$ cat src/verilog/tmr8_cfg.svh
`ifndef TMR8_CFG_SVH
`define TMR8_CFG_SVH

// register word addresses
`define TMR8_ADDR_CTRL 4'h0
`define TMR8_ADDR_COUNT 4'h1
`define TMR8_ADDR_CMP_A 4'h2
`define TMR8_ADDR_CMP_B 4'h3
`define TMR8_ADDR_FLAGS 4'h4
`define TMR8_ADDR_FORCE 4'h5

// control register fields
`define TMR8_CTRL_WGM_LSB 0
`define TMR8_CTRL_CS_LSB 4
`define TMR8_CTRL_COMA_LSB 8
`define TMR8_CTRL_COMB_LSB 10
`define TMR8_CTRL_RESET 32'h0000_0000

// flag register fields
`define TMR8_FLAG_OVF 0
`define TMR8_FLAG_MA 1
`define TMR8_FLAG_MB 2

// force register fields
`define TMR8_FORCE_A 0
`define TMR8_FORCE_B 1

// counter values
`define TMR8_BOTTOM 8'h00
`define TMR8_MAX 8'hFF

// prescale taps
`define TMR8_DIV_8 10'h007
`define TMR8_DIV_32 10'h01F
`define TMR8_DIV_64 10'h03F
`define TMR8_DIV_128 10'h07F
`define TMR8_DIV_256 10'h0FF
`define TMR8_DIV_1024 10'h3FF

`endif

$ cat src/verilog/tmr8_pkg.sv
package tmr8_pkg;
    typedef enum logic [2:0] {
        TMR8_WGM_NORMAL = 3'h0,
        TMR8_WGM_PC_MAX = 3'h1,
        TMR8_WGM_CTC = 3'h2,
        TMR8_WGM_FAST_MAX = 3'h3,
        TMR8_WGM_RSV4 = 3'h4,
        TMR8_WGM_PC_CMP = 3'h5,
        TMR8_WGM_RSV6 = 3'h6,
        TMR8_WGM_FAST_CMP = 3'h7
    } tmr8_wgm_t;
    typedef enum logic [1:0] {
        TMR8_COM_NONE = 2'h0,
        TMR8_COM_TOGGLE = 2'h1,
        TMR8_COM_CLEAR = 2'h2,
        TMR8_COM_SET = 2'h3
    } tmr8_com_t;
endpackage : tmr8_pkg

$ cat src/verilog/tmr8_prescale.sv
`timescale 1ns/1ps
`default_nettype none
`include "tmr8_cfg.svh"
module tmr8_prescale
    import tmr8_pkg::*;
(
    // clock and reset
    input wire logic clk,
    input wire logic rst_n,
    // select and enable
    input wire logic [2:0] clock_source_sel,
    output logic tick
);
    logic [9:0] div_reg;
    logic [9:0] div_next;
    logic [9:0] tap;

    // free-running divider; restarting it on select change is not done
    assign div_next = div_reg + 10'h001;
    assign tap = (clock_source_sel == 3'h2) ? `TMR8_DIV_8 :
                 (clock_source_sel == 3'h3) ? `TMR8_DIV_32 :
                 (clock_source_sel == 3'h4) ? `TMR8_DIV_64 :
                 (clock_source_sel == 3'h5) ? `TMR8_DIV_128 :
                 (clock_source_sel == 3'h6) ? `TMR8_DIV_256 : `TMR8_DIV_1024;
    // one-cycle enable, never a derived clock
    assign tick = (clock_source_sel == 3'h0) ? 1'b0 :
                  (clock_source_sel == 3'h1) ? 1'b1 :
                  ((div_reg & tap) == tap);

    always_ff @(posedge clk or negedge rst_n)
    begin
        if (!rst_n)
        begin
            div_reg <= 10'h000;
        end
        else
        begin
            div_reg <= div_next;
        end
    end
endmodule : tmr8_prescale
`default_nettype wire

$ cat src/verilog/tmr8_wave.sv
`timescale 1ns/1ps
`default_nettype none
`include "tmr8_cfg.svh"
module tmr8_wave
    import tmr8_pkg::*;
(
    // clock and reset
    input wire logic clk,
    input wire logic rst_n,
    // events and settings
    input wire logic match,
    input wire logic force_pulse,
    input wire logic pwm_mode,
    input wire logic [1:0] out_action,
    // port pin
    input wire logic port_value,
    input wire logic pin_dir_out,
    output logic wave_out,
    output logic pin_out,
    output logic pin_oe
);
    logic wave_reg;
    logic wave_next;
    logic act;
    logic nonpwm_force;

    assign nonpwm_force = force_pulse && !pwm_mode;
    assign act = (match && !pwm_mode) || nonpwm_force;
    // action read live from the control bits, not buffered
    always_comb
    begin
        wave_next = wave_reg;
        if (act)
        begin
            case (tmr8_com_t'(out_action))
                TMR8_COM_NONE: wave_next = wave_reg;
                TMR8_COM_TOGGLE: wave_next = !wave_reg;
                TMR8_COM_CLEAR: wave_next = 1'b0;
                TMR8_COM_SET: wave_next = 1'b1;
                default: wave_next = wave_reg;
            endcase
        end
    end

    // not reset by mode changes
    always_ff @(posedge clk or negedge rst_n)
    begin
        if (!rst_n)
        begin
            wave_reg <= 1'b0;
        end
        else
        begin
            wave_reg <= wave_next;
        end
    end

    assign wave_out = wave_reg;
    // override is mode independent; direction stays with the port
    assign pin_out = (out_action != 2'h0) ? wave_reg : port_value;
    assign pin_oe = pin_dir_out;
endmodule : tmr8_wave
`default_nettype wire

$ cat src/verilog/tmr8_top.sv
// Our own choices: the register offsets and the Avalon-MM register port.
`timescale 1ns/1ps
`default_nettype none
`include "tmr8_cfg.svh"
// Overview of operation
// - counter write blocks next tick's matches
// - writing count equal compare loses match
// - wave state survives mode changes
// - new action used at next match
// - nonzero action overrides port value
// - pin direction from port; mode independent
// - action zero leaves wave state alone
// - force applies action now, non-pwm
// - only mode selects counting sequence
// - action sets, clears or toggles
// - normal mode counts up, wraps
// - overflow flag set when count wraps, non-pwm
// - overflow flag cleared on interrupt ack
// - normal mode counter writes anytime
// - ctc clears counter at compare a
// - ctc compare a unbuffered, may wrap
// - ctc sets match flag a at top
// - ctc toggle gives half rate
// - prescale 1 to 1024 selectable
// - ctc overflow set at max to zero, not when compare a clears from max
// - match flag next tick; clear by ack/one
// - force sets no flag, keeps counter
// - processor write beats count or clear
// - select zero stops counter
module tmr8_top
    import tmr8_pkg::*;
(
    // clock and reset
    input wire logic clk,
    input wire logic rst_n,
    // avalon-mm slave
    input wire logic [3:0] avs_address,
    input wire logic avs_read,
    input wire logic avs_write,
    input wire logic [31:0] avs_writedata,
    output logic [31:0] avs_readdata,
    output logic avs_waitrequest,
    // interrupt acknowledge from the processor
    input wire logic ovf_int_ack,
    input wire logic match_a_int_ack,
    input wire logic match_b_int_ack,
    // flag levels for the interrupt controller
    output logic overflow_flag,
    output logic match_flag_a,
    output logic match_flag_b,
    // port pins
    input wire logic port_value_a,
    input wire logic port_value_b,
    input wire logic pin_dir_out_a,
    input wire logic pin_dir_out_b,
    output logic pin_out_a,
    output logic pin_out_b,
    output logic pin_oe_a,
    output logic pin_oe_b,
    output logic wave_out_a,
    output logic wave_out_b
);
    logic [31:0] ctrl_reg;
    logic [7:0] counter_reg;
    logic [7:0] counter_next;
    logic [7:0] cmp_a_reg;
    logic [7:0] cmp_b_reg;
    logic ovf_reg;
    logic ma_reg;
    logic mb_reg;
    logic block_reg;
    logic block_next;
    logic pend_a_reg;
    logic pend_b_reg;
    logic ack_reg;
    logic [31:0] rdata_reg;
    logic tick;
    logic [2:0] wave_gen_sel;
    logic [2:0] clock_source_sel;
    logic [1:0] out_action_a;
    logic [1:0] out_action_b;
    logic pwm_mode;
    logic ctc_mode;
    logic req;
    logic wr_go;
    logic wr_ctrl;
    logic wr_count;
    logic wr_cmp_a;
    logic wr_cmp_b;
    logic wr_flags;
    logic wr_force;
    logic raw_a;
    logic raw_b;
    logic hit_a;
    logic hit_b;
    logic wraps;
    logic ctc_clear;
    logic force_a;
    logic force_b;
    logic clr_ovf;
    logic clr_ma;
    logic clr_mb;
    logic [31:0] rdata_next;
    logic ack_next;
    logic set_ovf;
    logic set_ma;
    logic set_mb;
    logic ovf_next;
    logic ma_next;
    logic mb_next;

    function automatic logic addr_is(input logic [3:0] a, input logic [3:0] r);
        addr_is = (a == r);
    endfunction : addr_is

    // control fields
    assign wave_gen_sel = ctrl_reg[`TMR8_CTRL_WGM_LSB +: 3];
    assign clock_source_sel = ctrl_reg[`TMR8_CTRL_CS_LSB +: 3];
    assign out_action_a = ctrl_reg[`TMR8_CTRL_COMA_LSB +: 2];
    assign out_action_b = ctrl_reg[`TMR8_CTRL_COMB_LSB +: 2];
    assign ctc_mode = (tmr8_wgm_t'(wave_gen_sel) == TMR8_WGM_CTC);
    // modes 0 and 2 are the non-pwm modes; pwm counting is out of scope here
    assign pwm_mode = (tmr8_wgm_t'(wave_gen_sel) != TMR8_WGM_NORMAL) && !ctc_mode;

    // bus: one wait cycle, then the access completes
    assign req = avs_read || avs_write;
    assign avs_waitrequest = req && !ack_reg;
    assign ack_next = req && !ack_reg;
    assign wr_go = avs_write && ack_reg;
    assign wr_ctrl = wr_go && addr_is(avs_address, `TMR8_ADDR_CTRL);
    assign wr_count = wr_go && addr_is(avs_address, `TMR8_ADDR_COUNT);
    assign wr_cmp_a = wr_go && addr_is(avs_address, `TMR8_ADDR_CMP_A);
    assign wr_cmp_b = wr_go && addr_is(avs_address, `TMR8_ADDR_CMP_B);
    assign wr_flags = wr_go && addr_is(avs_address, `TMR8_ADDR_FLAGS);
    assign wr_force = wr_go && addr_is(avs_address, `TMR8_ADDR_FORCE);
    assign avs_readdata = rdata_reg;

    // unmapped addresses read as zero
    assign rdata_next =
        addr_is(avs_address, `TMR8_ADDR_CTRL) ? ctrl_reg :
        addr_is(avs_address, `TMR8_ADDR_COUNT) ? {24'h000000, counter_reg} :
        addr_is(avs_address, `TMR8_ADDR_CMP_A) ? {24'h000000, cmp_a_reg} :
        addr_is(avs_address, `TMR8_ADDR_CMP_B) ? {24'h000000, cmp_b_reg} :
        addr_is(avs_address, `TMR8_ADDR_FLAGS) ? {29'h00000000, mb_reg, ma_reg, ovf_reg} :
        32'h00000000;

    // comparator; a counter write blocks matches until the next tick passes
    assign raw_a = (counter_reg == cmp_a_reg);
    assign raw_b = (counter_reg == cmp_b_reg);
    assign hit_a = tick && raw_a && !block_reg && !wr_count;
    assign hit_b = tick && raw_b && !block_reg && !wr_count;
    // block survives a stopped timer and ends with the next tick
    assign block_next = wr_count ? 1'b1 : (tick ? 1'b0 : block_reg);

    // counting depends on mode only, never on out_action
    assign ctc_clear = ctc_mode && raw_a && tick;
    assign wraps = tick && !wr_count && !ctc_clear && (counter_reg == `TMR8_MAX);
    always_comb
    begin
        counter_next = counter_reg;
        if (wr_count)
        begin
            counter_next = avs_writedata[7:0];
        end
        else if (ctc_clear)
        begin
            counter_next = `TMR8_BOTTOM;
        end
        else if (tick)
        begin
            counter_next = counter_reg + 8'h01;
        end
    end

    // force strobes are pulses, never stored; they set no flag
    assign force_a = wr_force && avs_writedata[`TMR8_FORCE_A];
    assign force_b = wr_force && avs_writedata[`TMR8_FORCE_B];
    assign clr_ovf = ovf_int_ack || (wr_flags && avs_writedata[`TMR8_FLAG_OVF]);
    assign clr_ma = match_a_int_ack || (wr_flags && avs_writedata[`TMR8_FLAG_MA]);
    assign clr_mb = match_b_int_ack || (wr_flags && avs_writedata[`TMR8_FLAG_MB]);

    // set wins over a same-cycle clear, so no event is lost
    assign set_ma = tick && pend_a_reg;
    assign set_mb = tick && pend_b_reg;
    assign set_ovf = wraps && !pwm_mode;
    assign ma_next = set_ma || (ma_reg && !clr_ma);
    assign mb_next = set_mb || (mb_reg && !clr_mb);
    assign ovf_next = set_ovf || (ovf_reg && !clr_ovf);

    always_ff @(posedge clk or negedge rst_n)
    begin
        if (!rst_n)
        begin
            ack_reg <= 1'b0;
        end
        else
        begin
            ack_reg <= ack_next;
        end
    end

    // read data registered from the address, so it stands at the completing edge
    always_ff @(posedge clk or negedge rst_n)
    begin
        if (!rst_n)
        begin
            rdata_reg <= 32'h00000000;
        end
        else
        begin
            rdata_reg <= rdata_next;
        end
    end

    always_ff @(posedge clk or negedge rst_n)
    begin
        if (!rst_n)
        begin
            ctrl_reg <= `TMR8_CTRL_RESET;
        end
        else if (wr_ctrl)
        begin
            ctrl_reg <= {20'h00000, avs_writedata[11:0]};
        end
    end

    always_ff @(posedge clk or negedge rst_n)
    begin
        if (!rst_n)
        begin
            cmp_a_reg <= 8'h00;
            cmp_b_reg <= 8'h00;
        end
        else
        begin
            if (wr_cmp_a)
            begin
                cmp_a_reg <= avs_writedata[7:0];
            end
            if (wr_cmp_b)
            begin
                cmp_b_reg <= avs_writedata[7:0];
            end
        end
    end

    always_ff @(posedge clk or negedge rst_n)
    begin
        if (!rst_n)
        begin
            counter_reg <= 8'h00;
        end
        else
        begin
            counter_reg <= counter_next;
        end
    end

    // block flag kept apart: it must outlive a stopped timer
    always_ff @(posedge clk or negedge rst_n)
    begin
        if (!rst_n)
        begin
            block_reg <= 1'b0;
        end
        else
        begin
            block_reg <= block_next;
        end
    end

    // match seen at a tick, flag raised at the following tick; set beats clear
    always_ff @(posedge clk or negedge rst_n)
    begin
        if (!rst_n)
        begin
            pend_a_reg <= 1'b0;
            pend_b_reg <= 1'b0;
        end
        else if (tick)
        begin
            pend_a_reg <= hit_a;
            pend_b_reg <= hit_b;
        end
    end

    always_ff @(posedge clk or negedge rst_n)
    begin
        if (!rst_n)
        begin
            ma_reg <= 1'b0;
            mb_reg <= 1'b0;
            ovf_reg <= 1'b0;
        end
        else
        begin
            ma_reg <= ma_next;
            mb_reg <= mb_next;
            ovf_reg <= ovf_next;
        end
    end

    assign overflow_flag = ovf_reg;
    assign match_flag_a = ma_reg;
    assign match_flag_b = mb_reg;

    tmr8_prescale u_prescale
    (
        .clk(clk),
        .rst_n(rst_n),
        .clock_source_sel(clock_source_sel),
        .tick(tick)
    );

    tmr8_wave u_wave_a
    (
        .clk(clk),
        .rst_n(rst_n),
        .match(hit_a),
        .force_pulse(force_a),
        .pwm_mode(pwm_mode),
        .out_action(out_action_a),
        .port_value(port_value_a),
        .pin_dir_out(pin_dir_out_a),
        .wave_out(wave_out_a),
        .pin_out(pin_out_a),
        .pin_oe(pin_oe_a)
    );

    tmr8_wave u_wave_b
    (
        .clk(clk),
        .rst_n(rst_n),
        .match(hit_b),
        .force_pulse(force_b),
        .pwm_mode(pwm_mode),
        .out_action(out_action_b),
        .port_value(port_value_b),
        .pin_dir_out(pin_dir_out_b),
        .wave_out(wave_out_b),
        .pin_out(pin_out_b),
        .pin_oe(pin_oe_b)
    );
endmodule : tmr8_top
`default_nettype wire

$ cat config.mk
export PLATFORM = sky130hd
export DESIGN_NAME = tmr8_top
export DESIGN_NICKNAME = d
export VERILOG_FILES = /design/src/verilog/tmr8_pkg.sv /design/src/verilog/tmr8_prescale.sv /design/src/verilog/tmr8_wave.sv /design/src/verilog/tmr8_top.sv
export VERILOG_INCLUDE_DIRS = /design/src /design/src/verilog
export SDC_FILE = /design/constraint.sdc
export NUM_CORES = 1
export LEC_CHECK = 0
export BUFFER_PORTS_ARGS = -buffer_cell sky130_fd_sc_hd__buf_2
export CORE_MARGIN = 5
export CORE_UTILIZATION = 40
export DETAILED_ROUTE_END_ITERATION = 8
export PLACE_DENSITY = 0.7
export SYNTH_ARGS = -nofsm -noshare
export SYNTH_HDL_FRONTEND = slang
export SYNTH_SLANG_ARGS = --single-unit
$ cat constraint.sdc
create_clock -name clk -period 4.85 [get_ports clk]
set_input_delay 0.2425 -clock clk [delete_from_list [all_inputs] [get_ports clk]]
set_output_delay 0.2425 -clock clk [all_outputs]
set_load 0.02 [all_outputs]
==> qor.txt <==
CTS tree -> yes
GRT Total Usage -> 15.1%
Port Buffers -> 44
Filler cells -> 827
DRT iter0 DRCs -> 197
Clock Latency Late Sink -> 0.35 ns
number of flops mapped to enable cells by yosys -> 0
ranking of synthesized cells by area -> dfrtp_1 46%, mux2_2 7.8%, buf_4 4.8%
Tmin final -> 2.37 ns
Hold Fails Final Rpt -> 0
MaxCap Viol Count -> 0
unrepaired setup endpoints after global routing -> no
R2R Setup Slk -> 2.48 ns
status -> finished, final reports clean
Routed Antenna Nets -> 0
multi-input logic area -> 1750 um2
Synth warnings -> 0
Std-Cell Rows -> 34
via count -> 2607
Area Overhead vs Synth -> 11.5%
fraction of layout cells with a size suffix above 1 -> 28.4%
Synth Instances -> 331
Pins Over Slew Limit -> 0
nets -> 422
register area -> 1680 um2
Clock H-tree levels -> 3
Synth area leader -> dfrtp_1
worst reg2reg startpoint -> ctrl_reg[5]
CP max FO -> 15
slew margin rel. -> 39.6%
Layout Skew -> 0.00534 ns
Netlist Area Pre-Place -> 3610 um2
Worst Max-Slew Pin Slew -> 0.903 ns
capturing point of the worst reg2reg path -> counter_reg[0]
CP Class -> register to register
setup bufs post-CTS -> 0
Most used DFF post-synth -> dfrtp_1
syn avg cell area -> 10.9 um2
Antenna diodes -> 0
Synth top area share -> 46.4%
final setup violation count -> 0
die width -> 105 um
Ports -> 89
Post-synth top cells -> 67 x dfrtp_1, 25 x mux2_2, 23 x buf_4
WHS -> 0.0596 ns
vias in the first global route -> 2557
initial antenna violation count -> 0
Max Freq -> 423 MHz
Tcrit/Tclk final -> 48.8%
Startpoint Class -> register
Post-CTS Hold Fix Bufs -> 0
Pre-antenna DRT Iters -> 4
WL final -> 8120 um
CTS Buf Count -> 9
VDD IR max -> 140 uV
largest net degree at the start of global routing -> 68
DRC viols -> 0
Synth Register Bits -> 67
count leader, synth -> dfrtp_1
CP Capture Type -> register
die height -> 105 um
die area -> 11000 um2
Tot Pwr -> 0.00167 W
routability cong. -> 0.828
fraction of registers with async set or reset after synthesis -> 100%
HP Class -> input port to async pin
routed vias/inst -> 5.38
Max clock buf depth -> 2
CTS sink count -> 67
CTS Root Cell -> clkbuf_8
Core Area -> 8760 um2
Initial Util -> 41.2%
Post-Route Utilization -> 46.0%
clock slew at reported path FFs -> 0.07 ns
HPWL after detailed placement -> 5870 um
WP data required -> 5.12 ns
routed wire length per instance -> 16.7 um
gr ovfl total -> 0
Fin Setup TNS -> 0 ns
Seq/Total Area, Yosys -> 46.4%
Leak Pwr -> 1.91 nW
P per Cell Area -> 415 nW/um2
library cells used by synthesis -> 50
Resized cells post-CTS -> 0
worst r2r path cells -> 6
first-pass GRT wire length -> 13300 um
critical path arrival -> 2.64 ns
==> metal layers <==
layer	GRT usage, %	wire length, um
met5	0	0
met4	6.76	186
met3	4.07	494
met2	23.5	3890
met1	19.7	3550
==> placed cells by master, fill, tap and decap left out, types with 4 or more instances in the layout <==
master    netlist  final
conb_1          1     20
clkbuf_8        0     13
and2_1          8      8
and3_1          6      6
nand3_1        20     20
xnor2_1         5      5
mux2_2         25     25
nor2_1         22     22
o211ai_1        6      6
buf_2           9     44
nor4_1          5      5
nand2_1        22     22
o21ai_0         6      6
dfrtp_1        67     67
xor2_1         19     19
mux4_2          6      6
a32oi_1         6      6
nand3b_1        4      4
a21oi_1         8      8
mux2i_1         4      4
inv_1           8      8
nand4_1         4      4
==> critical path: stages, from the launching register on <==
cell and delay, ns:
dfrtp_1 0.45, ha_1 0.31, nor2b_1 0.15, a2111oi_4 0.37
a31oi_2 0.38, or3b_1 0.46, a21oi_1 0.15
==> power by group <==
part / switching [W] / internal (W)
registers: 0.000125 / 0.000654
clock network: 0.000208 / 0.000240
logic: 0.000247 / 0.000196
total: 0.000580 / 0.00109
==> cells by family (layout without fill, tap and decap cells) <==
| logic type | count (synthesis) | in the layout | share of synthesized area, % |
|---|---|---|---|
| multiplexers | 37 | 37 | 13.3 |
| XOR/XNOR | 24 | 24 | 5.82 |
| other | 1 | 20 | 0.104 |
| AND/OR/NAND/NOR | 113 | 113 | 16.9 |
| adder cells (fa/ha/maj) | 3 | 3 | 1.04 |
| AO/OA/AOI/OAI | 42 | 42 | 9.18 |
| buffers and inverters | 44 | 71 | 7.27 |
| flip-flops | 67 | 67 | 46.4 |
==> how the worst max path moves through the flow <==
stage	startpoint	end	slack (ns)
3_5_place_dp	avs_address[2]	cmp_a_reg[4]	2.21
3_3_place_gp	avs_address[2]	cmp_b_reg[3]	2.28
2_1_floorplan	ctrl_reg[5]	u_wave_b.wave_out	2.91
6_report	ctrl_reg[5]	counter_reg[0]	2.48
5_1_grt	ctrl_reg[5]	counter_reg[0]	2.33
4_1_cts	ctrl_reg[5]	counter_reg[0]	2.48
==> cell type report <==
type                       instances  share of cell area, %
clock buffer                      13                   4.44
clock inverter                     3                  0.497
inverter                           8                  0.745
multi-input combinational        239                   43.3
sequential                        67                   41.6
tap                              108                   3.35
timing repair buffer              47                   6.02
==> stage by stage <==
step | instance area (um2) | setup slack (ns) | cells
after floorplan | 3680 | 2.91 | 350
after global placement | 3830 | 2.28 | 469
after detailed placement | 3830 | 2.21 | 469
after CTS | 4030 | 2.48 | 485
after global routing | 4030 | 2.33 | 485
final | 4030 | 2.48 | 485
Power figures use the tool's default switching activity.
